==> src/inc/drive_pkg.sv <==
// Constants, types and register map of the drive binary control block
package drive_pkg;

    // ------
    // Timing
    // ------
    localparam int CLK_PERIOD_NS = 10;
    localparam int RAMP_TICK_NS  = 1000;
    localparam int RAMP_TICK_CYC = RAMP_TICK_NS / CLK_PERIOD_NS;
    localparam int TICK_W        = 8;

    // ------
    // Register byte offsets
    // ------
    localparam logic [7:0] OFF_CTRL     = 8'h00;
    localparam logic [7:0] OFF_STATUS   = 8'h04;
    localparam logic [7:0] OFF_IOCFG    = 8'h08;
    localparam logic [7:0] OFF_FUNC     = 8'h0C;
    localparam logic [7:0] OFF_SYS      = 8'h10;
    localparam logic [7:0] OFF_PAR_BASE = 8'h14;
    localparam logic [7:0] OFF_ALM_ACT  = 8'h38;
    localparam logic [7:0] OFF_ALM_LAST = 8'h3C;
    localparam int         NUM_PAR      = 9;

    // Parameter indices
    localparam int P_FS_FIRST  = 0;
    localparam int P_FS_SECOND = 1;
    localparam int P_INT_REF   = 2;
    localparam int P_STOP_RAMP = 3;
    localparam int P_OVS_THR   = 4;
    localparam int P_WIN_UP    = 5;
    localparam int P_WIN_LO    = 6;
    localparam int P_AUX_VAL   = 7;
    localparam int P_REF_OFS   = 8;

    localparam logic [15:0] PAR_DEFAULT [NUM_PAR] = '{
        16'h03E8, 16'h03E8, 16'h0000, 16'h0002, 16'h0DAC,
        16'h0014, 16'hFFEC, 16'h0000, 16'h0000};

    // ------
    // Field positions
    // ------
    localparam int B_FS_SEL    = 0;
    localparam int B_REF_SRC   = 2;
    localparam int B_FREEZE    = 3;
    localparam int B_LEFT      = 4;
    localparam int B_RIGHT     = 5;
    localparam int B_STOP      = 6;
    localparam int B_WIN_MODE  = 7;
    localparam int B_SOFT_EN   = 9;
    localparam int B_AUX_SEL   = 11;
    localparam int B_DIG_REF   = 12;
    localparam int B_IF_SEL    = 13;
    localparam int B_ENC0      = 0;
    localparam int B_REINIT    = 3;
    localparam int B_DOUT_OC   = 4;
    localparam int B_FREQ_FMT  = 5;
    localparam int B_OFS_ZERO  = 1;
    localparam int B_EXT_MENU  = 6;
    localparam int B_EDIT_LOCK = 7;
    localparam int B_ALM_CLR   = 10;
    localparam int B_MODE_DEF  = 11;
    localparam int B_GLOB_DEF  = 12;
    localparam int B_PLC_RUN   = 13;
    localparam int B_STORE_PRG = 14;
    localparam int B_STORE_PAR = 15;
    localparam int B_HEALTHY   = 4;
    localparam int B_ENABLED   = 12;

    // Reset values and writable masks
    localparam logic [15:0] CTRL_RESET = 16'h0200;
    localparam logic [15:0] CTRL_WMASK = 16'h7FFF;
    localparam logic [15:0] IO_RESET   = 16'h0020;
    localparam logic [15:0] IO_WMASK   = 16'h0067;
    localparam logic [15:0] SYS_RESET  = 16'h2000;
    localparam logic [15:0] SYS_WMASK  = 16'h21C0;

    // ------
    // Codes and scaling
    // ------
    localparam logic [7:0]  ALARM_NONE    = 8'h00;
    localparam logic [7:0]  ALARM_CKS_PLC = 8'h0A;
    localparam logic [7:0]  ALARM_CKS_PAR = 8'h0B;
    localparam logic [15:0] OFS_LIMIT_MV  = 16'h00C8;
    localparam int          ANALOG_SHIFT  = 14;
    localparam logic [1:0]  HTRANS_NONSEQ = 2'h2;

    typedef struct packed {
        logic forward;
        logic zero_speed;
        logic at_speed;
        logic overspeed;
    } speed_flags_type;

    typedef struct packed {
        logic serial_reinit;
        logic mode_defaults;
        logic global_defaults;
        logic store_program;
        logic store_params;
    } cmd_pulse_type;

    typedef enum logic [1:0] {
        ST_TRACK = 2'h0,
        ST_HOLD  = 2'h1,
        ST_RAMP  = 2'h3
    } ref_state_type;

endpackage : drive_pkg

==> src/design/drive_binary_control_status.sv <==
// Drive binary control, status and command words with AHB-Lite access
//
// Operation
// - Full-scale select 0 scales analog reference by first, 1 by second.
// - Reference source 1 takes mode reserved reference, 0 the user one.
// - Freeze bit holds applied reference; cleared, reference tracks input.
// - Left limit with negative demand ramps reference to zero, stop ramp.
// - Right limit with positive demand ramps reference to zero, stop ramp.
// - Stop request ramps reference to zero regardless of demand.
// - Window mode 0 compares motor minus reference, 1 motor speed.
// - At-speed is 1 only strictly between lower and upper threshold.
// - Overspeed is 1 when absolute motor speed exceeds threshold.
// - Zero-speed flags speed equal zero; forward flags positive speed.
// - Soft enable resets to 1; while 0 the drive cannot start.
// - Aux output carries torque when select 0, aux value when 1.
// - Digital reference 0 picks analog input, 1 a digital source.
// - Internal/frequency select 0 picks internal, 1 frequency reference.
// - Frequency format resets to 1: quadrature; 0 is pulse plus direction.
// - Encoder select codes 2 to 7 map to 4096 down to 128 output lines; 0 and 1 give 0.
// - Commands run only unlocked; reinit and offset-zero need extended menu.
// - Alarm clear wipes active and last codes, refused on checksum codes.
// - Mode defaults command runs only with reference source 0.
// - Global defaults resets parameters, clears checksum alarms, PLC stopped.
// - Store commands are refused while a checksum alarm is active.
// - Offset zero cancels measured offset only when below 200 mV.
// - Active alarm code shows current alarm, zero meaning none.
//
// The AHB-Lite slave port and the register addresses were decided locally.
`timescale 1ns/100ps

module drive_binary_control_status
    import drive_pkg::*;
(
    input  wire logic                 CLK_IN,
    input  wire logic                 RSTN_IN,
    input  wire logic                 HSEL_IN,
    input  wire logic [31:0]          HADDR_IN,
    input  wire logic [1:0]           HTRANS_IN,
    input  wire logic                 HWRITE_IN,
    input  wire logic [2:0]           HSIZE_IN,
    input  wire logic [31:0]          HWDATA_IN,
    input  wire logic                 HREADY_IN,
    output logic      [31:0]          HRDATA_OUT,
    output logic                      HREADYOUT_OUT,
    output logic                      HRESP_OUT,
    input  wire logic signed [15:0]   ANALOG_REF_IN,
    input  wire logic signed [15:0]   FREQ_REF_IN,
    input  wire logic signed [15:0]   RESERVED_REF_IN,
    input  wire logic signed [15:0]   MOTOR_SPEED_IN,
    input  wire logic signed [15:0]   TORQUE_IN,
    input  wire logic signed [15:0]   OFFSET_MV_IN,
    input  wire logic                 ALARM_VALID_IN,
    input  wire logic [7:0]           ALARM_CODE_IN,
    input  wire logic                 DOUT_OVERCURRENT_IN,
    input  wire logic                 START_REQ_IN,
    output logic signed [15:0]        SPEED_REF_OUT,
    output logic signed [15:0]        AUX_OUT,
    output logic                      DRIVE_RUN_OUT,
    output logic [12:0]               ENC_LINES_OUT,
    output logic                      FREQ_QUADRATURE_OUT,
    output speed_flags_type           SPEED_FLAGS_OUT,
    output cmd_pulse_type             CMD_PULSE_OUT
);

    // ------
    // Functions
    // ------
    function automatic logic is_cksum(input logic [7:0] code);
        is_cksum = (code == ALARM_CKS_PLC) || (code == ALARM_CKS_PAR);
    endfunction : is_cksum

    function automatic logic signed [16:0] sx(
        input logic signed [15:0] v);
        sx = {v[15], v};
    endfunction : sx

    function automatic logic [16:0] mag(input logic signed [15:0] v);
        logic signed [16:0] w;
        w   = sx(v);
        mag = w[16] ? 17'(-w) : 17'(w);
    endfunction : mag

    // Encoder simulation resolution, code is {sel2, sel1, sel0}
    function automatic logic [12:0] enc_lines(input logic [2:0] c);
        case (c)
            3'h2:    enc_lines = 13'h1000;
            3'h3:    enc_lines = 13'h0800;
            3'h4:    enc_lines = 13'h0400;
            3'h5:    enc_lines = 13'h0200;
            3'h6:    enc_lines = 13'h0100;
            3'h7:    enc_lines = 13'h0080;
            default: enc_lines = 13'h0000;
        endcase
    endfunction : enc_lines

    // ------
    // Storage
    // ------
    logic [15:0]        ctrl_q;
    logic [15:0]        io_q;
    logic [15:0]        sys_q;
    logic [15:0]        par_q [NUM_PAR];
    logic [7:0]         alm_act_q;
    logic [7:0]         alm_last_q;
    logic [7:0]         wr_addr_q;
    logic               wr_pend_q;
    logic [31:0]        rdata_q;
    ref_state_type      state_q;
    ref_state_type      state_d;
    logic signed [15:0] ref_q;
    logic [TICK_W-1:0]  tick_cnt_q;
    logic               tick;
    logic [15:0]        ramp_cnt_q;
    speed_flags_type    flags_q;
    logic               run_q;
    logic signed [15:0] aux_q;
    logic [12:0]        enc_q;
    cmd_pulse_type      cmd_q;

    // ------
    // AHB-Lite slave
    // ------
    // Zero wait states; a read issued right behind a write to the
    // same word returns the value from before that write.
    logic        req;
    logic [15:0] wd;
    logic        wr_ok;
    logic        unlocked;

    assign req           = HSEL_IN && HREADY_IN && HTRANS_IN[1];
    assign wd            = HWDATA_IN[15:0];
    assign HREADYOUT_OUT = 1'b1;
    assign HRESP_OUT     = 1'b0;
    assign HRDATA_OUT    = rdata_q;
    assign unlocked      = !sys_q[B_EDIT_LOCK];
    assign wr_ok         = wr_pend_q && unlocked;

    always_ff @(posedge CLK_IN or negedge RSTN_IN)
    begin
        if (!RSTN_IN)
        begin
            wr_pend_q <= 1'b0;
            wr_addr_q <= 8'h00;
        end
        else
        begin
            wr_pend_q <= req && HWRITE_IN;
            wr_addr_q <= {HADDR_IN[7:2], 2'h0};
        end
    end

    logic [15:0] rd_word;
    logic [7:0]  ra;
    logic [3:0]  ridx;

    always_comb
    begin
        ra      = {HADDR_IN[7:2], 2'h0};
        ridx    = 4'(ra[5:2] - OFF_PAR_BASE[5:2]);
        rd_word = 16'h0000;
        case (ra)
            OFF_CTRL:     rd_word = ctrl_q;
            OFF_STATUS:   rd_word = {3'h0, run_q, 7'h00,
                                     alm_act_q == ALARM_NONE,
                                     flags_q};
            OFF_IOCFG:    rd_word = {io_q[15:5], DOUT_OVERCURRENT_IN,
                                     io_q[3:0]};
            OFF_SYS:      rd_word = sys_q;
            OFF_ALM_ACT:  rd_word = {8'h00, alm_act_q};
            OFF_ALM_LAST: rd_word = {8'h00, alm_last_q};
            default:
                if (ra >= OFF_PAR_BASE && ra < OFF_ALM_ACT)
                    rd_word = par_q[ridx];
        endcase
    end

    always_ff @(posedge CLK_IN or negedge RSTN_IN)
    begin
        if (!RSTN_IN)
            rdata_q <= 32'h0000_0000;
        else if (req && !HWRITE_IN)
            rdata_q <= {16'h0000, rd_word};
    end

    // ------
    // Command decode
    // ------
    logic       wr_sys;
    logic       wr_func;
    logic       wr_io;
    logic       ext;
    logic       c_alm_clr;
    logic       c_glob;
    logic       c_ofs;
    logic [3:0] widx;

    assign ext      = sys_q[B_EXT_MENU];
    assign wr_sys   = wr_pend_q && wr_addr_q == OFF_SYS && unlocked;
    assign wr_func  = wr_ok && wr_addr_q == OFF_FUNC;
    assign wr_io    = wr_ok && wr_addr_q == OFF_IOCFG;
    assign widx     = 4'(wr_addr_q[5:2] - OFF_PAR_BASE[5:2]);
    assign c_alm_clr = wr_sys && wd[B_ALM_CLR]
                       && !is_cksum(alm_act_q);
    assign c_glob   = wr_sys && wd[B_GLOB_DEF]
                      && !sys_q[B_PLC_RUN];
    assign c_ofs    = wr_func && wd[B_OFS_ZERO] && ext
                      && mag(OFFSET_MV_IN) < 17'(OFS_LIMIT_MV);

    // Commands are pulses, never stored, so they read back as 0
    always_ff @(posedge CLK_IN or negedge RSTN_IN)
    begin
        if (!RSTN_IN)
            cmd_q <= '0;
        else
        begin
            cmd_q.serial_reinit   <= wr_io && wd[B_REINIT] && ext;
            cmd_q.mode_defaults   <= wr_sys && wd[B_MODE_DEF]
                                     && !ctrl_q[B_REF_SRC];
            cmd_q.global_defaults <= c_glob;
            cmd_q.store_program   <= wr_sys && wd[B_STORE_PRG]
                                     && !is_cksum(alm_act_q);
            cmd_q.store_params    <= wr_sys && wd[B_STORE_PAR]
                                     && !is_cksum(alm_act_q);
        end
    end
    assign CMD_PULSE_OUT = cmd_q;

    // ------
    // Control words
    // ------
    always_ff @(posedge CLK_IN or negedge RSTN_IN)
    begin
        if (!RSTN_IN)
            ctrl_q <= CTRL_RESET;
        else if (wr_ok && wr_addr_q == OFF_CTRL)
            ctrl_q <= wd & CTRL_WMASK;
    end

    always_ff @(posedge CLK_IN or negedge RSTN_IN)
    begin
        if (!RSTN_IN)
            io_q <= IO_RESET;
        else if (wr_io)
            io_q <= wd & IO_WMASK;
    end

    // Lock bit stays writable so software can always unlock again
    always_ff @(posedge CLK_IN or negedge RSTN_IN)
    begin
        if (!RSTN_IN)
            sys_q <= SYS_RESET;
        else if (wr_pend_q && wr_addr_q == OFF_SYS)
            sys_q <= wd & SYS_WMASK;
    end

    always_ff @(posedge CLK_IN or negedge RSTN_IN)
    begin
        if (!RSTN_IN)
        begin
            for (int i = 0; i < NUM_PAR; i++)
                par_q[i] <= PAR_DEFAULT[i];
        end
        else if (c_glob)
        begin
            for (int i = 0; i < NUM_PAR; i++)
                par_q[i] <= PAR_DEFAULT[i];
        end
        else if (c_ofs)
            par_q[P_REF_OFS] <= 16'(-OFFSET_MV_IN);
        else if (wr_ok && wr_addr_q >= OFF_PAR_BASE
                 && wr_addr_q < OFF_ALM_ACT)
            par_q[widx] <= wd;
    end

    // ------
    // Alarm codes
    // ------
    // A new alarm wins over a clear arriving in the same cycle
    always_ff @(posedge CLK_IN or negedge RSTN_IN)
    begin
        if (!RSTN_IN)
        begin
            alm_act_q  <= ALARM_NONE;
            alm_last_q <= ALARM_NONE;
        end
        else if (ALARM_VALID_IN)
        begin
            alm_act_q  <= ALARM_CODE_IN;
            alm_last_q <= ALARM_CODE_IN;
        end
        else if (c_alm_clr)
        begin
            alm_act_q  <= ALARM_NONE;
            alm_last_q <= ALARM_NONE;
        end
        else if (c_glob)
        begin
            if (is_cksum(alm_act_q))
                alm_act_q <= ALARM_NONE;
            if (is_cksum(alm_last_q))
                alm_last_q <= ALARM_NONE;
        end
    end

    // ------
    // Reference selection
    // ------
    logic signed [15:0] fs;
    logic signed [16:0] ana_ofs;
    logic signed [33:0] prod;
    logic signed [15:0] ana_ref;
    logic signed [15:0] user_ref;
    logic signed [15:0] sel_ref;

    always_comb
    begin
        fs       = ctrl_q[B_FS_SEL] ? par_q[P_FS_SECOND]
                                    : par_q[P_FS_FIRST];
        ana_ofs  = sx(ANALOG_REF_IN) + sx(par_q[P_REF_OFS]);
        prod     = 34'(ana_ofs * sx(fs)) >>> ANALOG_SHIFT;
        ana_ref  = prod[15:0];
        if (!ctrl_q[B_DIG_REF])
            user_ref = ana_ref;
        else if (ctrl_q[B_IF_SEL])
            user_ref = FREQ_REF_IN;
        else
            user_ref = par_q[P_INT_REF];
        sel_ref  = ctrl_q[B_REF_SRC] ? RESERVED_REF_IN
                                     : user_ref;
    end

    // ------
    // Applied reference: hold and stop ramp
    // ------
    logic stopping;

    assign stopping = ctrl_q[B_STOP]
                   || (ctrl_q[B_LEFT] && sel_ref < 0)
                   || (ctrl_q[B_RIGHT] && sel_ref > 0);

    always_comb
    begin
        case (state_q)
            ST_TRACK, ST_HOLD, ST_RAMP:
                if (stopping)
                    state_d = ST_RAMP;
                else if (ctrl_q[B_FREEZE])
                    state_d = ST_HOLD;
                else
                    state_d = ST_TRACK;
            default: state_d = ST_TRACK;
        endcase
    end

    always_ff @(posedge CLK_IN or negedge RSTN_IN)
    begin
        if (!RSTN_IN)
            state_q <= ST_TRACK;
        else
            state_q <= state_d;
    end

    // One tick per microsecond; a stop ramp value of N moves 1 rpm
    // every N ticks, i.e. N ms per 1000 rpm.
    assign tick = tick_cnt_q == TICK_W'(RAMP_TICK_CYC - 1);

    always_ff @(posedge CLK_IN or negedge RSTN_IN)
    begin
        if (!RSTN_IN)
            tick_cnt_q <= '0;
        else if (tick)
            tick_cnt_q <= '0;
        else
            tick_cnt_q <= tick_cnt_q + 1'b1;
    end

    logic ramp_step;

    assign ramp_step = tick && (ramp_cnt_q + 1'b1 >= par_q[P_STOP_RAMP]);

    always_ff @(posedge CLK_IN or negedge RSTN_IN)
    begin
        if (!RSTN_IN)
            ramp_cnt_q <= '0;
        else if (state_q != ST_RAMP || ramp_step)
            ramp_cnt_q <= '0;
        else if (tick)
            ramp_cnt_q <= ramp_cnt_q + 1'b1;
    end

    always_ff @(posedge CLK_IN or negedge RSTN_IN)
    begin
        if (!RSTN_IN)
            ref_q <= '0;
        else
            case (state_q)
                ST_TRACK: ref_q <= sel_ref;
                ST_HOLD:  ref_q <= ref_q;
                ST_RAMP:
                    if (ramp_step && ref_q > 0)
                        ref_q <= ref_q - 16'sh0001;
                    else if (ramp_step && ref_q < 0)
                        ref_q <= ref_q + 16'sh0001;
                default:  ref_q <= '0;
            endcase
    end
    assign SPEED_REF_OUT = ref_q;

    // ------
    // Speed status
    // ------
    logic signed [16:0] cmp_q;

    always_comb
    begin
        cmp_q = ctrl_q[B_WIN_MODE] ? sx(MOTOR_SPEED_IN)
              : 17'(sx(MOTOR_SPEED_IN) - sx(ref_q));
    end

    always_ff @(posedge CLK_IN or negedge RSTN_IN)
    begin
        if (!RSTN_IN)
            flags_q <= '0;
        else
        begin
            flags_q.at_speed   <= cmp_q < sx(par_q[P_WIN_UP])
                               && cmp_q > sx(par_q[P_WIN_LO]);
            flags_q.overspeed  <= mag(MOTOR_SPEED_IN)
                               > 17'(par_q[P_OVS_THR]);
            flags_q.zero_speed <= MOTOR_SPEED_IN == 0;
            flags_q.forward    <= MOTOR_SPEED_IN > 0;
        end
    end
    assign SPEED_FLAGS_OUT = flags_q;

    // ------
    // Outputs: run, aux, encoder, frequency input
    // ------
    always_ff @(posedge CLK_IN or negedge RSTN_IN)
    begin
        if (!RSTN_IN)
        begin
            run_q <= 1'b0;
            aux_q <= '0;
            enc_q <= '0;
        end
        else
        begin
            run_q <= START_REQ_IN && ctrl_q[B_SOFT_EN];
            aux_q <= ctrl_q[B_AUX_SEL] ? par_q[P_AUX_VAL]
                                       : TORQUE_IN;
            enc_q <= enc_lines({io_q[B_ENC0+2], io_q[B_ENC0+1],
                                io_q[B_ENC0]});
        end
    end
    assign DRIVE_RUN_OUT       = run_q;
    assign AUX_OUT             = aux_q;
    assign ENC_LINES_OUT       = enc_q;
    assign FREQ_QUADRATURE_OUT = io_q[B_FREQ_FMT];

endmodule : drive_binary_control_status

==> config.mk <==
export PLATFORM = sky130hd
export DESIGN_NAME = drive_binary_control_status
export DESIGN_NICKNAME = d
export VERILOG_FILES = /design/src/inc/drive_pkg.sv /design/src/design/drive_binary_control_status.sv
export SDC_FILE = /design/constraint.sdc
export NUM_CORES = 1
export LEC_CHECK = 0
export BUFFER_PORTS_ARGS = -buffer_cell sky130_fd_sc_hd__buf_2
export CAP_MARGIN = 20
export CELL_PAD_IN_SITES_DETAIL_PLACEMENT = 0
export CELL_PAD_IN_SITES_GLOBAL_PLACEMENT = 2
export CORE_MARGIN = 5
export CORE_UTILIZATION = 38
export DETAILED_ROUTE_END_ITERATION = 12
export PLACE_DENSITY_LB_ADDON = 0.1
export REMOVE_ABC_BUFFERS = 1
export SKIP_CTS_REPAIR_TIMING = 1
export SYNTH_ARGS = -nofsm -noshare
export SYNTH_HDL_FRONTEND = slang
export SYNTH_SLANG_ARGS = --single-unit
==> constraint.sdc <==
create_clock -name CLK_IN -period 11.2 [get_ports CLK_IN]
set_input_delay 1.12 -clock CLK_IN [delete_from_list [all_inputs] [get_ports CLK_IN]]
set_output_delay 1.12 -clock CLK_IN [all_outputs]
set_load 0.02 [all_outputs]
==> run_results.csv, run 1 <==
group,metric,value,unit
status,status,"completed",
global_route,grt_pass1_vias,23813,
detailed_routing,drc,0,
final_layout,final_common_cell,"nand2_1",
cts,clk_pin_slew_worst_paths,0.06,ns
synth,synth_cells,3131,
sta,fmax,0.0981,GHz
synth,synth_top_area_share,0.219,
final_layout,drive_above_1_share,0.141,
synth,synth_top_family_by_area,"adder cells",
synth,synth_compound_area_frac,0.122,
critical_path,cpMostUsedCell,"fa_1",
global_route,grtUsageTotal,0.253,
critical_path,end_kind,"flop",
critical_path,worst_ep_required_time,11.66,ns
final_layout,nets,3922,
place,globalplace.congestion,0.905,
synth,synthAdderAreaFrac,0.272,
cts,cts-root-buf,"clkbuf_16",
floorplan,pin_count,271,
synth,yosys.area_share.simple,0.156,
critical_path,cp.arrival,10.65,ns
place,placed_cells,4210,
sta,fin_tns_setup,0,ns
cts,cts_tree,"built",
floorplan,coreArea,0.0727,mm2
sta,fin_crit_sh,0.910,
sta,skew,0.0278,ns
critical_path,cp_slowest_cell,"fa_1",
synth,synth_xor_area_frac,0.0443,
cts,h-tree-depth,1,
synth,yosysUniqueCellTypes,78,
synth,ys.flop_type,"dfrtp_1",
global_route,grt-ovfl-total,0,
final_layout,finalNonFillerCells,4271,
critical_path,critPathMaxFanout,7,
sta,hold_violations,0,
critical_path,path_class,"in2reg",
sta,setup_viol,0,
floorplan,initial_core_util,0.382,
synth,synth_top_area_cell,"dfrtp_1",
sta,rsz0062_at_grt,"false",
cts,cts_buffers,31,
synth,synthMuxAreaShare,0.0667,
sta,maxSlewHeadroom,0.288,
detailed_routing,firstDrtPassIters,5,
detailed_routing,drt_iter0_markers,1502,
min_path,hold_path.class,"in2async",
floorplan,placementRows,99,
place,dpl_cell_area,0.0299,mm2
detailed_routing,antenna_left,0,
place,pre_cts_slack,0.479,ns
synth,synth_edf_count,0,
place,dp_hpwl,78900,um
synth,syn_avg_cell_area,8.87,um2
sta,min_period,10.19,ns
synth,synthArstFlopShare,1.00,
synth,ys_warn_count,0,
detailed_routing,drt-wirelength-per-cell,23.5,um
cts,clockBufferDepth,3,
floorplan,die-width,280,um
synth,seq_area_frac_synth,0.255,
synth,syn-cell-area,0.0278,mm2
sta,maxSlewViolCount,0,
synth,synth-seq-cells,281,
cts,cts_num_sinks,281,
place,port_buffers,199,
global_route,grt_max_degree,96,
global_route,antenna_found_initial,3,
detailed_routing,vias,22955,
detailed_routing,viasPerCell,5.37,
floorplan,dieArea,0.0786,mm2
cts,clk_latency,0.61,ns
final_layout,area_growth,11.5,%
flow_run,drv_cap,0,
final_layout,final_area,0.0310,mm2
detailed_routing,routed_wl,100000,um
sta,worst_slack,1.01,ns
sta,tightest_slew,1.07,ns
floorplan,fp.dieH,280,um
critical_path,startpoint_type,"input pin",
final_layout,layout_common_cells,"nand2_1, inv_1, fa_1",
global_route,grt_pass1_wl,152000,um
critical_path,critPathMaxStageDelay,0.60,ns
synth,synthTopCellsByArea,"dfrtp_1, fa_1, ha_1, nand2_1, inv_1",
-- final timing paths --
kind / end / depth (start not counted) / slack, ns / from
hold reg to reg: HRDATA_OUT[6]$_DFFE_PN0P_ / 2 / 0.49 / HRDATA_OUT[6]$_DFFE_PN0P_
max in group asynchronous: ctrl_q[7]$_DFFE_PN0P_ / 3 / 8.43 / RSTN_IN
setup reg to reg: state_q[0]$_DFF_PN0_ / 34 / 1.10 / par_q[0]$_DFFE_PN0P_
min in group CLK_IN: HRDATA_OUT[6]$_DFFE_PN0P_ / 2 / 0.49 / HRDATA_OUT[6]$_DFFE_PN0P_
setup / recovery: state_q[0]$_DFF_PN0_ / 35 / 1.01 / ANALOG_REF_IN[0]
hold / removal: HRDATA_OUT[6]$_DFFE_PN0P_ / 1 / 0.48 / RSTN_IN
-- synthesized netlist by cell type (22+ instances only) --
cell type	instances
o31ai_1	22
and3_1	24
nand2b_1	26
ha_1	207
and2_1	23
dfrtp_1	243
nand2_1	492
nor2b_1	24
buf_4	25
o21ai_0	120
a21oi_1	178
inv_1	425
clkbuf_1	124
a22oi_1	28
o211ai_1	24
xnor2_1	79
fa_1	248
a21o_1	40
xor2_1	59
mux2_2	52
dfstp_2	38
mux2i_1	50
nor3_1	28
nor2_1	233
mux4_2	32
nand3_1	58
-- critical path: cells and delay by family --
family / cells / cell delay (ns)
adders and majority gates: 9 / 4.14
AOI/OAI and AO/OA: 15 / 3.47
muxes: 1 / 0.23
and+or+nand+nor: 3 / 1.02
buffers and inverters: 7 / 0.67
-- metal layers --
| metal | GRT usage | up-vias | part of all wire |
|---|---|---|---|
| li1 | - | 10582 | - |
| met1 | 0.332 | 11606 | 0.42 |
| met2 | 0.448 | 616 | 0.51 |
| met3 | 0.0211 | 147 | 0.040 |
| met4 | 0.0767 | 4 | 0.036 |
| met5 | 0 | - | 0.00039 |
-- per-stage QoR --
stage / hold WS, ns / utilization
2_1_floorplan: 0.442 / -
3_3_place_gp: 0.467 / 0.411
3_5_place_dp: 0.480 / 0.411
4_1_cts: 0.493 / 0.425
5_1_grt: 0.502 / 0.426
6_report: 0.484 / 0.426
-- registers in the layout, summed over array words and instances, names as in the netlist, 5 cells and up --
| name | cells |
|---|---|
| par_q | 144 |
| AUX_OUT | 16 |
| HRDATA_OUT | 16 |
| SPEED_REF_OUT | 16 |
| ramp_cnt_q | 16 |
| ctrl_q | 15 |
| alm_act_q | 8 |
| alm_last_q | 8 |
| tick_cnt_q | 8 |
| ENC_LINES_OUT | 6 |
| wr_addr_q | 6 |
| CMD_PULSE_OUT | 5 |
| io_q | 5 |
-- cell type report --
type	instances	area [um2]
Clock inverter	10	115
Inverter	427	1600
Sequential cell	281	7080
Clock buffer	48	930
Fill cell	7321	41700
Antenna cell	1	2.50
Tap cell	959	1200
Timing Repair Buffer	266	1540
Multi-Input combinational cell	2279	18500
-- kinds of logic after synthesis --
family          after synthesis
simple gates                987
buf+inv                     594
compound gates              537
fa+ha+maj                   455
flops                       281
xor+xnor                    139
mux                         136
other cells                   2
Power of run 1 is left out: the tool's default activity adds up to more than one toggle a clock period on the data nets, which glitch-free logic cannot reach.
==> run 2: changes to the inputs <==
--- a/config.mk
+++ b/config.mk
@@ -5,14 +5,16 @@
 export SDC_FILE = /design/constraint.sdc
 export NUM_CORES = 1
 export LEC_CHECK = 0
+export ABC_AREA = 1
 export BUFFER_PORTS_ARGS = -buffer_cell sky130_fd_sc_hd__buf_2
 export CAP_MARGIN = 20
 export CELL_PAD_IN_SITES_DETAIL_PLACEMENT = 0
 export CELL_PAD_IN_SITES_GLOBAL_PLACEMENT = 2
 export CORE_MARGIN = 5
-export CORE_UTILIZATION = 38
+export CORE_UTILIZATION = 37
+export CTS_BUF_LIST = sky130_fd_sc_hd__clkbuf_8
 export DETAILED_ROUTE_END_ITERATION = 12
-export PLACE_DENSITY_LB_ADDON = 0.1
+export PLACE_DENSITY = 0.82
 export REMOVE_ABC_BUFFERS = 1
 export SKIP_CTS_REPAIR_TIMING = 1
 export SYNTH_ARGS = -nofsm -noshare
==> run_results.csv, run 2 <==
group,metric,value,unit
status,status,"completed",
detailed_routing,firstDrtPassIters,6,
global_route,grt-ovfl-total,0,
sta,setup_viol,0,
final_layout,largest-register,"par_q",
global_route,grt_pass1_wl,156000,um
detailed_routing,antenna_left,0,
critical_path,cpMostUsedCell,"nand2_1",
final_layout,final_area,0.0317,mm2
final_layout,nets,4597,
floorplan,initial_core_util,0.372,
synth,ys.flop_type,"dfrtp_1",
cts,clk_pin_slew_worst_paths,0.06,ns
cts,cts_buffers,49,
detailed_routing,drc,0,
flow_run,drv_cap,0,
floorplan,pin_count,271,
synth,synth_common_cells,"inv_1, nand2_1, nor2_1, o21ai_0, fa_1",
sta,min_period,8.62,ns
synth,synth_cells,3781,
synth,synth_edf_count,0,
floorplan,placementRows,102,
sta,fin_tns_setup,0,ns
sta,rsz0062_at_grt,"false",
cts,cts_num_sinks,281,
synth,synthArstFlopShare,1.00,
detailed_routing,routed_wl,103000,um
critical_path,worst_ep_required_time,11.71,ns
sta,hold_violations,0,
critical_path,end_kind,"flop",
critical_path,cp_slowest_cell,"fa_1",
synth,ys_warn_count,0,
critical_path,critPathMaxStageDelay,0.57,ns
synth,synth_top_area_cell,"dfrtp_1",
global_route,met1_usage,0.321,
floorplan,die-width,288,um
detailed_routing,viasPerCell,5.05,
global_route,grtUsageMet3,0.0245,
cts,clockBufferDepth,3,
synth,synth-seq-cells,281,
place,globalplace.congestion,0.892,
final_layout,area_growth,10.6,%
cts,h-tree-depth,2,
place,dp_hpwl,82800,um
sta,fmax,0.116,GHz
critical_path,cp.arrival,9.14,ns
floorplan,coreArea,0.0771,mm2
min_path,hold_path.class,"reg2reg",
global_route,grt_most_used_layer,"met2",
floorplan,fp.dieH,288,um
cts,cts_tree,"built",
cts,cts-root-buf,"clkbuf_8",
global_route,grt_max_degree,91,
synth,syn-cell-area,0.0287,mm2
detailed_routing,drt-wirelength-per-cell,20.4,um
synth,seq_area_frac_synth,0.247,
final_layout,fill_cells,8300,
critical_path,startpoint_type,"input pin",
final_layout,largest_reg_flops,144,
sta,tightest_slew,1.06,ns
detailed_routing,vias,25470,
global_route,antenna_found_initial,1,
synth,yosysMostFrequentCell,"inv_1",
sta,skew,0.0557,ns
place,port_buffers,199,
final_layout,drive_above_1_share,0.103,
synth,syn_avg_cell_area,7.58,um2
synth,synthTopCellsByArea,"dfrtp_1, fa_1, inv_1, ha_1, nand2_1",
sta,fin_hold_ws,0.462,ns
final_layout,final_common_cell,"inv_1",
floorplan,dieArea,0.0831,mm2
sta,maxSlewHeadroom,0.286,
final_layout,layout_common_cells,"inv_1, nand2_1, nor2_1",
critical_path,critPathMaxFanout,9,
cts,clk_latency,0.68,ns
detailed_routing,drt_iter0_markers,1679,
global_route,use_met2,0.427,
global_route,grtUsageTotal,0.247,
sta,maxSlewViolCount,0,
synth,yosysUniqueCellTypes,67,
sta,fin_crit_sh,0.770,
global_route,grt_pass1_vias,25859,
place,dpl_cell_area,0.0307,mm2
critical_path,path_class,"in2reg",
synth,synth_top_area_share,0.212,
run 2: layout make-up:
type	count	area (um2)	area share
Tap cell	1040	1300	0.0411
Clock buffer	59	812	0.0256
Inverter	795	2990	0.0945
Antenna cell	1	2.50	0.0000790
Multi-Input combinational cell	2596	18000	0.568
Timing Repair Buffer	238	1300	0.0410
Clock inverter	33	206	0.00651
Sequential cell	281	7080	0.223
run 2: stage by stage:
step	setup slack (ns)	std cells	util
floorplan	3.38	3672	-
global placement	1.89	4949	0.398
detailed placement	1.89	4950	0.398
CTS	2.56	5042	0.411
global route	1.96	5043	0.411
finish	2.58	5043	0.411
run 2: final timing paths:
| kind | cells after the start | slack (ns) | endpoint | startpoint |
|---|---|---|---|---|
| worst max-delay path | 38 | 2.58 | state_q[0]$_DFF_PN0_ | ANALOG_REF_IN[0] |
| worst min-delay path | 1 | 0.46 | tick_cnt_q[0]$_DFF_PN0_ | tick_cnt_q[0]$_DFF_PN0_ |
| worst max register to register | 37 | 2.68 | state_q[0]$_DFF_PN0_ | par_q[0]$_DFFE_PN0P_ |
| worst min register to register | 1 | 0.46 | tick_cnt_q[0]$_DFF_PN0_ | tick_cnt_q[0]$_DFF_PN0_ |
| max in group asynchronous | 3 | 8.58 | par_q[5]$_DFFE_PN0P_ | RSTN_IN |
| min in group asynchronous | 1 | 0.48 | tick_cnt_q[6]$_DFF_PN0_ | RSTN_IN |
run 2: worst max-delay path, delay by kind of cell:
family                   cells  cell delay (ns)
AO/OA/AOI/OAI                2             0.31
adder cells (fa/ha/maj)      9             3.97
buffers and inverters        6             0.65
AND/OR/NAND/NOR             21             3.08
run 2: cells by family after synthesis:
family	synth area share
and+or+nand+nor	0.190
AOI/OAI and AO/OA	0.150
xor gates and xnor gates	0.0207
buffers and inverters	0.128
adders and majority gates	0.264
other	0.000262
DFF	0.247
run 2: metal layers:
metal / vias to the layer above / share of wire
li1: 12390 / -
met1: 12237 / 0.42
met2: 674 / 0.49
met3: 169 / 0.048
met4: 0 / 0.044
met5: - / 0
Power of run 2 is left out for the same reason.
